--- config.mk ---
export PLATFORM = sky130hd
export DESIGN_NAME = pes_regs
export DESIGN_NICKNAME = d
export VERILOG_FILES = /design/src/hw/pes_pkg.sv /design/src/hw/pes_np_tracker.sv /design/src/hw/pes_regs.sv
export SDC_FILE = /design/constraint.sdc
export NUM_CORES = 1
export LEC_CHECK = 0
export ABC_AREA = 1
export BUFFER_PORTS_ARGS = -buffer_cell sky130_fd_sc_hd__clkbuf_2
export CAP_MARGIN = 0
export CORE_MARGIN = 5
export CORE_UTILIZATION = 45
export DETAILED_ROUTE_END_ITERATION = 10
export HOLD_SLACK_MARGIN = 0.02
export PLACE_DENSITY = 0.87
export SYNTH_ARGS = -nofsm -noshare
export SYNTH_HDL_FRONTEND = slang
export SYNTH_SLANG_ARGS = --single-unit
--- constraint.sdc ---
create_clock -name clock -period 1.8 [get_ports clock]
set_input_delay 0.18 -clock clock [delete_from_list [all_inputs] [get_ports clock]]
set_output_delay 0.18 -clock clock [all_outputs]
set_load 0.02 [all_outputs]
--- src/hw/pes_pkg.sv ---
/*
  Shared constants and types for the error status and link capability
  register bank: configuration offsets, field positions, reset values,
  fixed capability encodings and the carrier structs.
  Assumes a single core clock domain; no timing constants are needed.
*/
package pes_pkg;

  // ----------------------------------------------------------------
  // configuration offsets (byte addresses)
  // ----------------------------------------------------------------
  localparam logic [7:0] PES_DEV_CTRL_OFF = 8'h98;
  localparam logic [7:0] PES_DEV_STAT_OFF = 8'h9a;
  localparam logic [7:0] PES_LINK_CAP_OFF = 8'h9c;
  localparam logic [7:0] PES_LINK_CTRL_OFF = 8'ha0;

  // ----------------------------------------------------------------
  // field positions
  // ----------------------------------------------------------------
  localparam int PES_CTRL_FATAL_BIT = 2;
  localparam int PES_CTRL_NONFATAL_BIT = 1;
  localparam int PES_CTRL_COR_BIT = 0;
  localparam int PES_STAT_NONPOSTED_OUTSTANDING_BIT = 5;
  localparam int PES_STAT_AUX_BIT = 4;
  localparam int PES_STAT_UR_BIT = 3;
  localparam int PES_STAT_FATAL_BIT = 2;
  localparam int PES_STAT_NONFATAL_BIT = 1;
  localparam int PES_STAT_COR_BIT = 0;
  localparam int PES_LCTRL_CCC_BIT = 6;
  // status lives in the upper half of the control dword
  localparam int PES_STAT_LANE = 2;
  localparam int PES_CTRL_LANE = 0;

  // ----------------------------------------------------------------
  // reset values
  // ----------------------------------------------------------------
  localparam logic [2:0] PES_CTRL_EN_RST = 3'h0;
  localparam logic [3:0] PES_STAT_FLAGS_RST = 4'h0;
  localparam logic PES_CCC_RST = 1'b0;
  localparam logic [2:0] PES_NONPOSTED_OUTSTANDING_MSG_RST = 3'h0;

  // ----------------------------------------------------------------
  // fixed link capability encodings
  // ----------------------------------------------------------------
  localparam logic [7:0] PES_PORT_NUM = 8'h00;
  localparam logic [4:0] PES_LCAP_RSVD = 5'h00;
  localparam logic PES_CLOCK_REQUEST_PM_SUPPORTED_SUPPORTED = 1'b1;
  localparam logic [2:0] PES_L0S_EXIT_COMMON = 3'h3;
  localparam logic [2:0] PES_L0S_EXIT_ASYNC = 3'h4;
  localparam logic [1:0] PES_ACTIVE_PM_SUPPORT = 2'h3;
  localparam logic [5:0] PES_MAX_LANE_COUNT = 6'h01;
  localparam logic [3:0] PES_MAX_LINK_RATE = 4'h1;

  // outstanding nonposted counter width
  localparam int PES_NP_CNT_W = 6;
  localparam logic [PES_NP_CNT_W-1:0] PES_NP_CNT_RST = 6'h00;
  localparam logic [PES_NP_CNT_W-1:0] PES_NP_CNT_MAX = 6'h3f;
  localparam logic [PES_NP_CNT_W-1:0] PES_NP_CNT_ONE = 6'h01;

  // ----------------------------------------------------------------
  // types
  // ----------------------------------------------------------------
  typedef enum logic [0:0] {
    PES_MSG_IDLE = 1'b0,
    PES_MSG_SEND = 1'b1
  } pes_msg_state_e;

  // encoding equals the index of the matching enable bit
  typedef enum logic [1:0] {
    PES_MSG_COR = 2'h0,
    PES_MSG_NONFATAL = 2'h1,
    PES_MSG_FATAL = 2'h2
  } pes_msg_type_e;

  typedef struct packed {
    logic rd;
    logic wr;
    logic [7:0] addr;
    logic [3:0] byteEn;
    logic [31:0] wdata;
  } pes_cfg_req_s;

  typedef struct packed {
    logic fatalErr;
    logic nonfatalErr;
    logic corErr;
    logic unsupportedReq;
    logic npIssue;
    logic npDone;
  } pes_evt_s;

  typedef struct packed {
    logic [7:0] portNum;
    logic [4:0] rsvd;
    logic clockRequestPmSupported;
    logic [2:0] l1ExitTime;
    logic [2:0] l0sExitTime;
    logic [1:0] activePmSupport;
    logic [5:0] maxLaneCount;
    logic [3:0] maxLinkRate;
  } pes_link_cap_s;

endpackage

--- src/hw/pes_np_tracker.sv ---
/*
  Counts nonposted requests issued and not yet completed and flags
  when any are outstanding.
  Assumes issue and done are single-cycle pulses in the core clock.
*/
`timescale 1ns/10ps
module pes_np_tracker
  import pes_pkg::*;
(
  input wire logic clock,
  input wire logic rst,
  input wire logic npIssue,
  input wire logic npDone,
  output logic nonpostedOutstanding
);

  logic [PES_NP_CNT_W-1:0] npCnt_r;
  logic [PES_NP_CNT_W-1:0] npCnt_nxt;

  // saturate rather than wrap; a stray done at zero is ignored
  always_comb begin
    npCnt_nxt = npCnt_r;
    if (npIssue && !npDone && npCnt_r != PES_NP_CNT_MAX) begin
      npCnt_nxt = npCnt_r + PES_NP_CNT_ONE;
    end else if (npDone && !npIssue && npCnt_r != PES_NP_CNT_RST) begin
      npCnt_nxt = npCnt_r - PES_NP_CNT_ONE;
    end
  end

  always_ff @(posedge clock or posedge rst) begin
    if (rst) begin
      npCnt_r <= PES_NP_CNT_RST;
    end else begin
      npCnt_r <= npCnt_nxt;
    end
  end

  always_ff @(posedge clock or posedge rst) begin
    if (rst) begin
      nonpostedOutstanding <= 1'b0;
    end else begin
      nonpostedOutstanding <= (npCnt_nxt != PES_NP_CNT_RST);
    end
  end

endmodule

--- src/hw/pes_regs.sv ---
/*
  Error reporting enables, device status and link capability registers
  of the bridge, reached through a configuration access port, plus the
  upstream error message request handshake.
  Assumes one core clock, event inputs synchronous single-cycle pulses,
  and a root-complex side that accepts messages with msgReady.
*/
// Contract
// - fatal enable set sends fatal message on fatal event; else none.
// - nonfatal enable set sends nonfatal message on event; else none.
// - correctable enable set sends correctable message on event.
// - status bits 15 to 6 always read zero.
// - status bit 5 high while any nonposted request awaits completion.
// - status bit 4 shows auxiliary power present.
// - status bit 3 set on each unsupported request received.
// - status bit 2 set when a fatal error is detected.
// - status bit 1 set when a nonfatal error is detected.
// - status bit 0 set when a correctable error is detected.
// - capability port number field reads constant 00h.
// - capability bits 23 to 19 read zero.
// - capability bit 18 reads one, clock request power management.
// - L1 exit field picks diagnostic field by common clock setting.
// - L0s exit field reads 011b common clock, 100b asynchronous.
// - active power management support field reads 11b.
// - maximum lane count field reads 000001b.
// - maximum link rate field reads 1h.
// - link control bit 6 is the common clock setting, default 0.
`timescale 1ns/10ps
module pes_regs
  import pes_pkg::*;
(
  input wire logic clock,
  input wire logic rst,
  input pes_cfg_req_s cfgReq,
  input pes_evt_s evt,
  input wire logic auxPowerPresent,
  input wire logic [2:0] diagL1ExitA,
  input wire logic [2:0] diagL1ExitB,
  input wire logic msgReady,
  output logic [31:0] cfgRdata_r,
  output logic cfgAck_r,
  output logic msgValid_r,
  output pes_msg_type_e msgType_r
);

  // ----------------------------------------------------------------
  // helpers
  // ----------------------------------------------------------------
  function automatic logic wordHit(input logic [7:0] addr,
                                   input logic [7:0] off);
    return addr[7:2] == off[7:2];
  endfunction

  // ----------------------------------------------------------------
  // storage
  // ----------------------------------------------------------------
  logic fatalReportEn_r;
  logic nonfatalReportEn_r;
  logic correctableReportEn_r;
  logic commonClock_r;
  logic [3:0] errSeen_r;
  logic [3:0] errSeen_nxt;
  logic [2:0] pendMsg_r;
  logic [2:0] pendMsg_nxt;
  pes_msg_state_e msgState_r;
  logic nonpostedOutstanding;
  pes_link_cap_s linkCap;
  logic [15:0] devStatus;
  logic [15:0] devCtrl;
  logic [31:0] rdMux;
  logic ctrlWrite;
  logic statWrite;
  logic lctrlWrite;
  logic [3:0] errSet;
  logic [3:0] errClr;
  logic [2:0] msgSet;
  logic [2:0] msgClr;

  assign ctrlWrite = cfgReq.wr && wordHit(cfgReq.addr, PES_DEV_CTRL_OFF)
                     && cfgReq.byteEn[PES_CTRL_LANE];
  assign statWrite = cfgReq.wr && wordHit(cfgReq.addr, PES_DEV_STAT_OFF)
                     && cfgReq.byteEn[PES_STAT_LANE];
  assign lctrlWrite = cfgReq.wr && wordHit(cfgReq.addr, PES_LINK_CTRL_OFF)
                      && cfgReq.byteEn[PES_CTRL_LANE];

  // ----------------------------------------------------------------
  // outstanding nonposted tracking
  // ----------------------------------------------------------------
  pes_np_tracker u_np (
    .clock(clock),
    .rst(rst),
    .npIssue(evt.npIssue),
    .npDone(evt.npDone),
    .nonpostedOutstanding(nonpostedOutstanding)
  );

  // ----------------------------------------------------------------
  // control registers
  // ----------------------------------------------------------------
  always_ff @(posedge clock or posedge rst) begin
    if (rst) begin
      {fatalReportEn_r, nonfatalReportEn_r, correctableReportEn_r}
        <= PES_CTRL_EN_RST;
    end else if (ctrlWrite) begin
      fatalReportEn_r <= cfgReq.wdata[PES_CTRL_FATAL_BIT];
      nonfatalReportEn_r <= cfgReq.wdata[PES_CTRL_NONFATAL_BIT];
      correctableReportEn_r <= cfgReq.wdata[PES_CTRL_COR_BIT];
    end
  end

  always_ff @(posedge clock or posedge rst) begin
    if (rst) begin
      commonClock_r <= PES_CCC_RST;
    end else if (lctrlWrite) begin
      commonClock_r <= cfgReq.wdata[PES_LCTRL_CCC_BIT];
    end
  end

  // ----------------------------------------------------------------
  // detected error flags
  // ----------------------------------------------------------------
  // unsupported request, fatal, nonfatal and correctable flags
  assign errSet = {evt.unsupportedReq, evt.fatalErr,
                   evt.nonfatalErr, evt.corErr};
  // status word sits in lane 2, so flags come from wdata[19:16]
  assign errClr = statWrite ? cfgReq.wdata[19:16] : 4'h0;

  // write one to clear, set wins
  always_comb begin
    errSeen_nxt = (errSeen_r & ~errClr) | errSet;
  end

  always_ff @(posedge clock or posedge rst) begin
    if (rst) begin
      errSeen_r <= PES_STAT_FLAGS_RST;
    end else begin
      errSeen_r <= errSeen_nxt;
    end
  end

  // ----------------------------------------------------------------
  // upstream error messages
  // ----------------------------------------------------------------
  // fatal, nonfatal and correctable messages each gated by their own enable
  assign msgSet = {evt.fatalErr & fatalReportEn_r,
                   evt.nonfatalErr & nonfatalReportEn_r,
                   evt.corErr & correctableReportEn_r};

  always_comb begin
    msgClr = 3'h0;
    if (msgState_r == PES_MSG_SEND && msgReady) begin
      msgClr[msgType_r] = 1'b1;
    end
    // a new event of the same kind during acceptance is kept
    pendMsg_nxt = (pendMsg_r & ~msgClr) | msgSet;
  end

  always_ff @(posedge clock or posedge rst) begin
    if (rst) begin
      pendMsg_r <= PES_NONPOSTED_OUTSTANDING_MSG_RST;
    end else begin
      pendMsg_r <= pendMsg_nxt;
    end
  end

  // one message in flight; fatal first when several wait
  always_ff @(posedge clock or posedge rst) begin
    if (rst) begin
      msgState_r <= PES_MSG_IDLE;
      msgValid_r <= 1'b0;
      msgType_r <= PES_MSG_COR;
    end else begin
      case (msgState_r)
        PES_MSG_IDLE: begin
          if (pendMsg_r != 3'h0) begin
            msgState_r <= PES_MSG_SEND;
            msgValid_r <= 1'b1;
            if (pendMsg_r[PES_CTRL_FATAL_BIT]) begin
              msgType_r <= PES_MSG_FATAL;
            end else if (pendMsg_r[PES_CTRL_NONFATAL_BIT]) begin
              msgType_r <= PES_MSG_NONFATAL;
            end else begin
              msgType_r <= PES_MSG_COR;
            end
          end
        end
        PES_MSG_SEND: begin
          if (msgReady) begin
            msgState_r <= PES_MSG_IDLE;
            msgValid_r <= 1'b0;
          end
        end
        default: begin
          msgState_r <= PES_MSG_IDLE;
          msgValid_r <= 1'b0;
        end
      endcase
    end
  end

  // ----------------------------------------------------------------
  // read side
  // ----------------------------------------------------------------
  // link capability fields
  always_comb begin
    linkCap.portNum = PES_PORT_NUM;
    linkCap.rsvd = PES_LCAP_RSVD;
    linkCap.clockRequestPmSupported = PES_CLOCK_REQUEST_PM_SUPPORTED_SUPPORTED;
    linkCap.l1ExitTime = commonClock_r ? diagL1ExitA : diagL1ExitB;
    linkCap.l0sExitTime = commonClock_r ? PES_L0S_EXIT_COMMON
                                        : PES_L0S_EXIT_ASYNC;
    linkCap.activePmSupport = PES_ACTIVE_PM_SUPPORT;
    linkCap.maxLaneCount = PES_MAX_LANE_COUNT;
    linkCap.maxLinkRate = PES_MAX_LINK_RATE;
  end

  always_comb begin
    devStatus = 16'h0000;
    devStatus[PES_STAT_NONPOSTED_OUTSTANDING_BIT] = nonpostedOutstanding;
    devStatus[PES_STAT_AUX_BIT] = auxPowerPresent;
    devStatus[3:0] = errSeen_r;
    devCtrl = 16'h0000;
    devCtrl[PES_CTRL_FATAL_BIT] = fatalReportEn_r;
    devCtrl[PES_CTRL_NONFATAL_BIT] = nonfatalReportEn_r;
    devCtrl[PES_CTRL_COR_BIT] = correctableReportEn_r;
  end

  // unmapped words answer with zero so probing never hangs
  always_comb begin
    rdMux = 32'h0000_0000;
    if (wordHit(cfgReq.addr, PES_DEV_CTRL_OFF)) begin
      rdMux = {devStatus, devCtrl};
    end else if (wordHit(cfgReq.addr, PES_LINK_CAP_OFF)) begin
      rdMux = linkCap;
    end else if (wordHit(cfgReq.addr, PES_LINK_CTRL_OFF)) begin
      rdMux[PES_LCTRL_CCC_BIT] = commonClock_r;
    end
  end

  always_ff @(posedge clock or posedge rst) begin
    if (rst) begin
      cfgRdata_r <= 32'h0000_0000;
      cfgAck_r <= 1'b0;
    end else begin
      cfgAck_r <= cfgReq.rd || cfgReq.wr;
      if (cfgReq.rd) begin
        cfgRdata_r <= rdMux;
      end else begin
        cfgRdata_r <= 32'h0000_0000;
      end
    end
  end

  logic rdCtrlWord;
  logic rdCapWord;
  assign rdCtrlWord = cfgReq.rd && wordHit(cfgReq.addr, PES_DEV_CTRL_OFF);
  assign rdCapWord = cfgReq.rd && wordHit(cfgReq.addr, PES_LINK_CAP_OFF);
endmodule

==> results by group <==
Run
  – Max_cap viols: 0

Drt
  – DRT Wirelength: 3880 um
  – Routed len/inst: 11.6 um
  – Via density: 4.77
  – ANT nets after route: 0
  – # DRC: 0
  – Via count: 1,592
  – Initial DRC Count: 73
  – DRT Pass-1 Iters: 5

Layout
  – Final net count: 348
  – Multi-input logic area: 732 um2
  – Antenna Cells: 0
  – Seq. cell area: 926 um2
  – Fill count: 363
  – Most common cell after layout, fill and taps aside: clkbuf_2
  – Syn-to-layout area delta: 19.3%
  – Most frequent cells in the layout: clkbuf_2 (54), nand2_1 (46), dfrtp_1 (37)
  – Share of cells above drive strength 1: 28.2%
  – Fin util: 55.8%

Floorplanning
  – Ports: 98
  – Row cnt: 23
  – Die width: 74.7 um
  – Die ar.: 5580 um2
  – Die Y-Extent: 74.7 um
  – Starting Density: 46.8%
  – Core area: 4030 um2

Power
  – Clock network power share: 25.3%
  – Switch Pwr: 0.000870 W
  – Combinational share of power: 29.1%
  – P_int: 0.00152 W
  – P_leak: 1.27 nW
  – Peak supply drop: 0.440 mV
  – Power Dens Cells: 1060 nW/um2
  – Switching fraction of total power: 36.4%
  – Register share of total power: 45.6%

Critical path
  – Data required, critical path: 1.98 ns
  – CP Class: reg2reg
  – Crit-path slowest cell: dfrtp_1
  – Setup crit end kind: flop
  – Nature of the critical path startpoint: flop
  – Critical Path Source: u_np.npCnt_r[0]$_DFF_PP0_
  – CP peak stage delay: 0.41 ns
  – Crit path max fanout: 6
  – Reg2reg start: u_np.npCnt_r[0]$_DFF_PP0_
  – Worst Path Arrival: 1.80 ns
  – Cell chain of the critical path: inv_1, ha_1, nand3_2, nand2_2, nand3_1, nand2_1, nand3_1, nor2_1, nand2_1
  – Crit-path leading delay family: simple AND/OR/NAND/NOR gates
  – Crit path buf inv count: 1

Placement
  – # port buffers: 54
  – Post-DP HPWL: 3150 um
  – GPL Wtd Cong: 0.833

STA
  – Max-slew violation count: 0
  – Unrepaired setup endpoints after global routing: false
  – Final Hold Vio Count: 0
  – Worst clock skew: 0.0119 ns
  – Setup TNS Final: 0 ns
  – Final period util: 90.3%
  – Final setup viols: 0
  – Max Freq: 615 MHz
  – Min Tclk post-route: 1.63 ns

Clock tree
  – H-tree levels: 2
  – CTS sink cnt: 37
  – Clock Path Buffers: 2
  – Skew-Pair Late Insertion Delay: 0.29 ns
  – Clock-pin slew on the worst setup and hold paths: 0.07 ns
  – CTS tree: built
  – CTS Buf Count: 5
  – Root buf cell: clkbuf_8

Yosys
  – Synth top area cells: dfrtp_1 (49%), nand2_1 (9.2%), buf_4 (7.2%)
  – Mapped Area: 1890 um2
  – Avg Cell Area, Syn: 8.42 um2
  – Gate Count Post-Synth: 224
  – Share of the synthesized area in the top cell type: 49.1%
  – Synth Register Bits: 37
  – Syn. warnings: 0
  – Synth cell types: 31
  – Cell taking the most area after synthesis: dfrtp_1
  – Seq/Total Area, Yosys: 49.1%

Worst hold path
  – HP Class: in2reg
  – Hold_sp: auxPowerPresent

Global route
  – Vias in the first global route: 1,494
  – Met1 Resource Use GR: 16.1%
  – Met3 usage: 4.14%
  – Initial antenna violation count: 0
  – Pin count of the biggest net entering global routing: 38
  – Total GRT Usage: 14.3%
  – GRT met2 Usage: 24.4%
  – Global route total overflow: 0
  – First-pass GRT wire length: 6100 um
  – Most Used Layer, Global Route: met2

Outcome
  – Outcome: finished, final reports clean
-- metrics by stage --
stage | setup slack [ns] | std cells | area (um2) | hold slack [ns] | power, W
4_1_cts | 0.181 | 334 | 2250 | 0.0785 | 0.00240
2_1_floorplan | 0.403 | 238 | 1940 | 0.286 | 0.00162
3_3_place_gp | 0.252 | 325 | 2140 | 0.279 | 0.00177
6_report | 0.175 | 334 | 2250 | 0.0780 | 0.00239
5_1_grt | 0.0232 | 334 | 2250 | 0.0886 | 0.00256
3_5_place_dp | 0.194 | 325 | 2140 | 0.290 | 0.00179
-- path summary, 6_finish.rpt --
path / to / cells past startpoint / slack, ns
hold reg to reg: cfgRdata_r[14]$_DFF_PP0_ / 1 / 0.46
setup reg to reg: u_np.nonpostedOutstanding$_DFF_PP0_ / 9 / 0.17
min in group asynchronous: cfgRdata_r[21]$_DFF_PP0_ / 4 / 0.51
max in group asynchronous: u_np.npCnt_r[2]$_DFF_PP0_ / 4 / 0.97
setup / recovery: u_np.nonpostedOutstanding$_DFF_PP0_ / 9 / 0.17
hold / removal: cfgRdata_r[20]$_DFF_PP0_ / 3 / 0.08
-- logic make-up after synthesis --
group / Yosys count / share of synthesized area [%]
other: 1 / 0.199
buffers and inverters: 56 / 14.9
AND/OR/NAND/NOR: 101 / 25.6
AO/OA/AOI/OAI: 25 / 7.76
XOR/XNOR: 1 / 0.465
flip-flops: 37 / 49.1
adder cells (fa/ha/maj): 3 / 1.99
-- what timing repair did --
| item | CTS | global route |
|---|---|---|
| setup endpoints to repair | 0 | 0 |
| buffers inserted | 0 | 0 |
| endpoints found under the hold margin | 37 | 0 |
| resized for setup | 0 | 0 |
| hold buffers | 1 | 0 |
-- power by group through the flow --
stage,Clock (W),Sequential [W],Combinational (W)
after floorplan,0,0.00112,0.000503
after global placement,0,0.00110,0.000670
after detailed placement,0,0.00110,0.000694
after CTS,0.000612,0.00109,0.000698
after global routing,0.000658,0.00111,0.000795
final,0.000603,0.00109,0.000694
-- Yosys cell counts --
library cell,number
nor4_1,1
inv_2,2
buf_4,18
a22oi_1,1
nor3_2,1
nand2_2,3
inv_1,35
nor2_1,23
o21bai_1,1
conb_1,1
nor3_1,4
o211ai_1,1
a21oi_1,4
nand2_4,1
nand2_1,46
nand3_1,11
nand3_2,3
nand4_1,2
or2_2,1
o21ai_2,2
nor2_2,1
dfrtp_1,37
nor2_4,1
inv_4,1
nand3b_1,2
o21ai_0,11
xor2_1,1
o22ai_1,2
ha_1,3
a31oi_1,3
nor4_4,1
-- cell type report --
cell class	instances	share of cell area [%]
Timing Repair Buffer	56	12.8
Inverter	38	6.45
Multi-Input combinational cell	145	32.5
Clock inverter	2	0.612
Sequential cell	37	41.2
Clock buffer	6	3.67
Tap cell	50	2.78
-- layer usage --
layer / wire [um] / part of all wire (%) / up-vias
li1: - / - / 787
met1: 1540 / 40 / 724
met2: 1850 / 48 / 72
met3: 389 / 10 / 9
met4: 101 / 2.6 / 0
met5: 0 / 0 / -
-- state kept, by name (all words and copies together) (netlist names) --
name                       flops
msgState_r                     1
u_np.nonpostedOutstanding      1
msgType_r                      2
cfgAck_r                       1
nonfatalReportEn_r             1
u_np.npCnt_r                   6
fatalReportEn_r                1
errSeen_r                      4
msgValid_r                     1
commonClock_r                  1
pendMsg_r                      3
correctableReportEn_r          1
cfgRdata_r                    14
-- worst reg2reg max path, cell delays in order, from the launching register on --
cell and delay, ns:
dfrtp_1 0.41, inv_1 0.19, ha_1 0.21, nand3_2 0.12, nand2_2 0.15, nand3_1 0.09, nand2_1 0.09, nand3_1 0.07
nor2_1 0.14, nand2_1 0.06
Power figures use the tool's default switching activity.
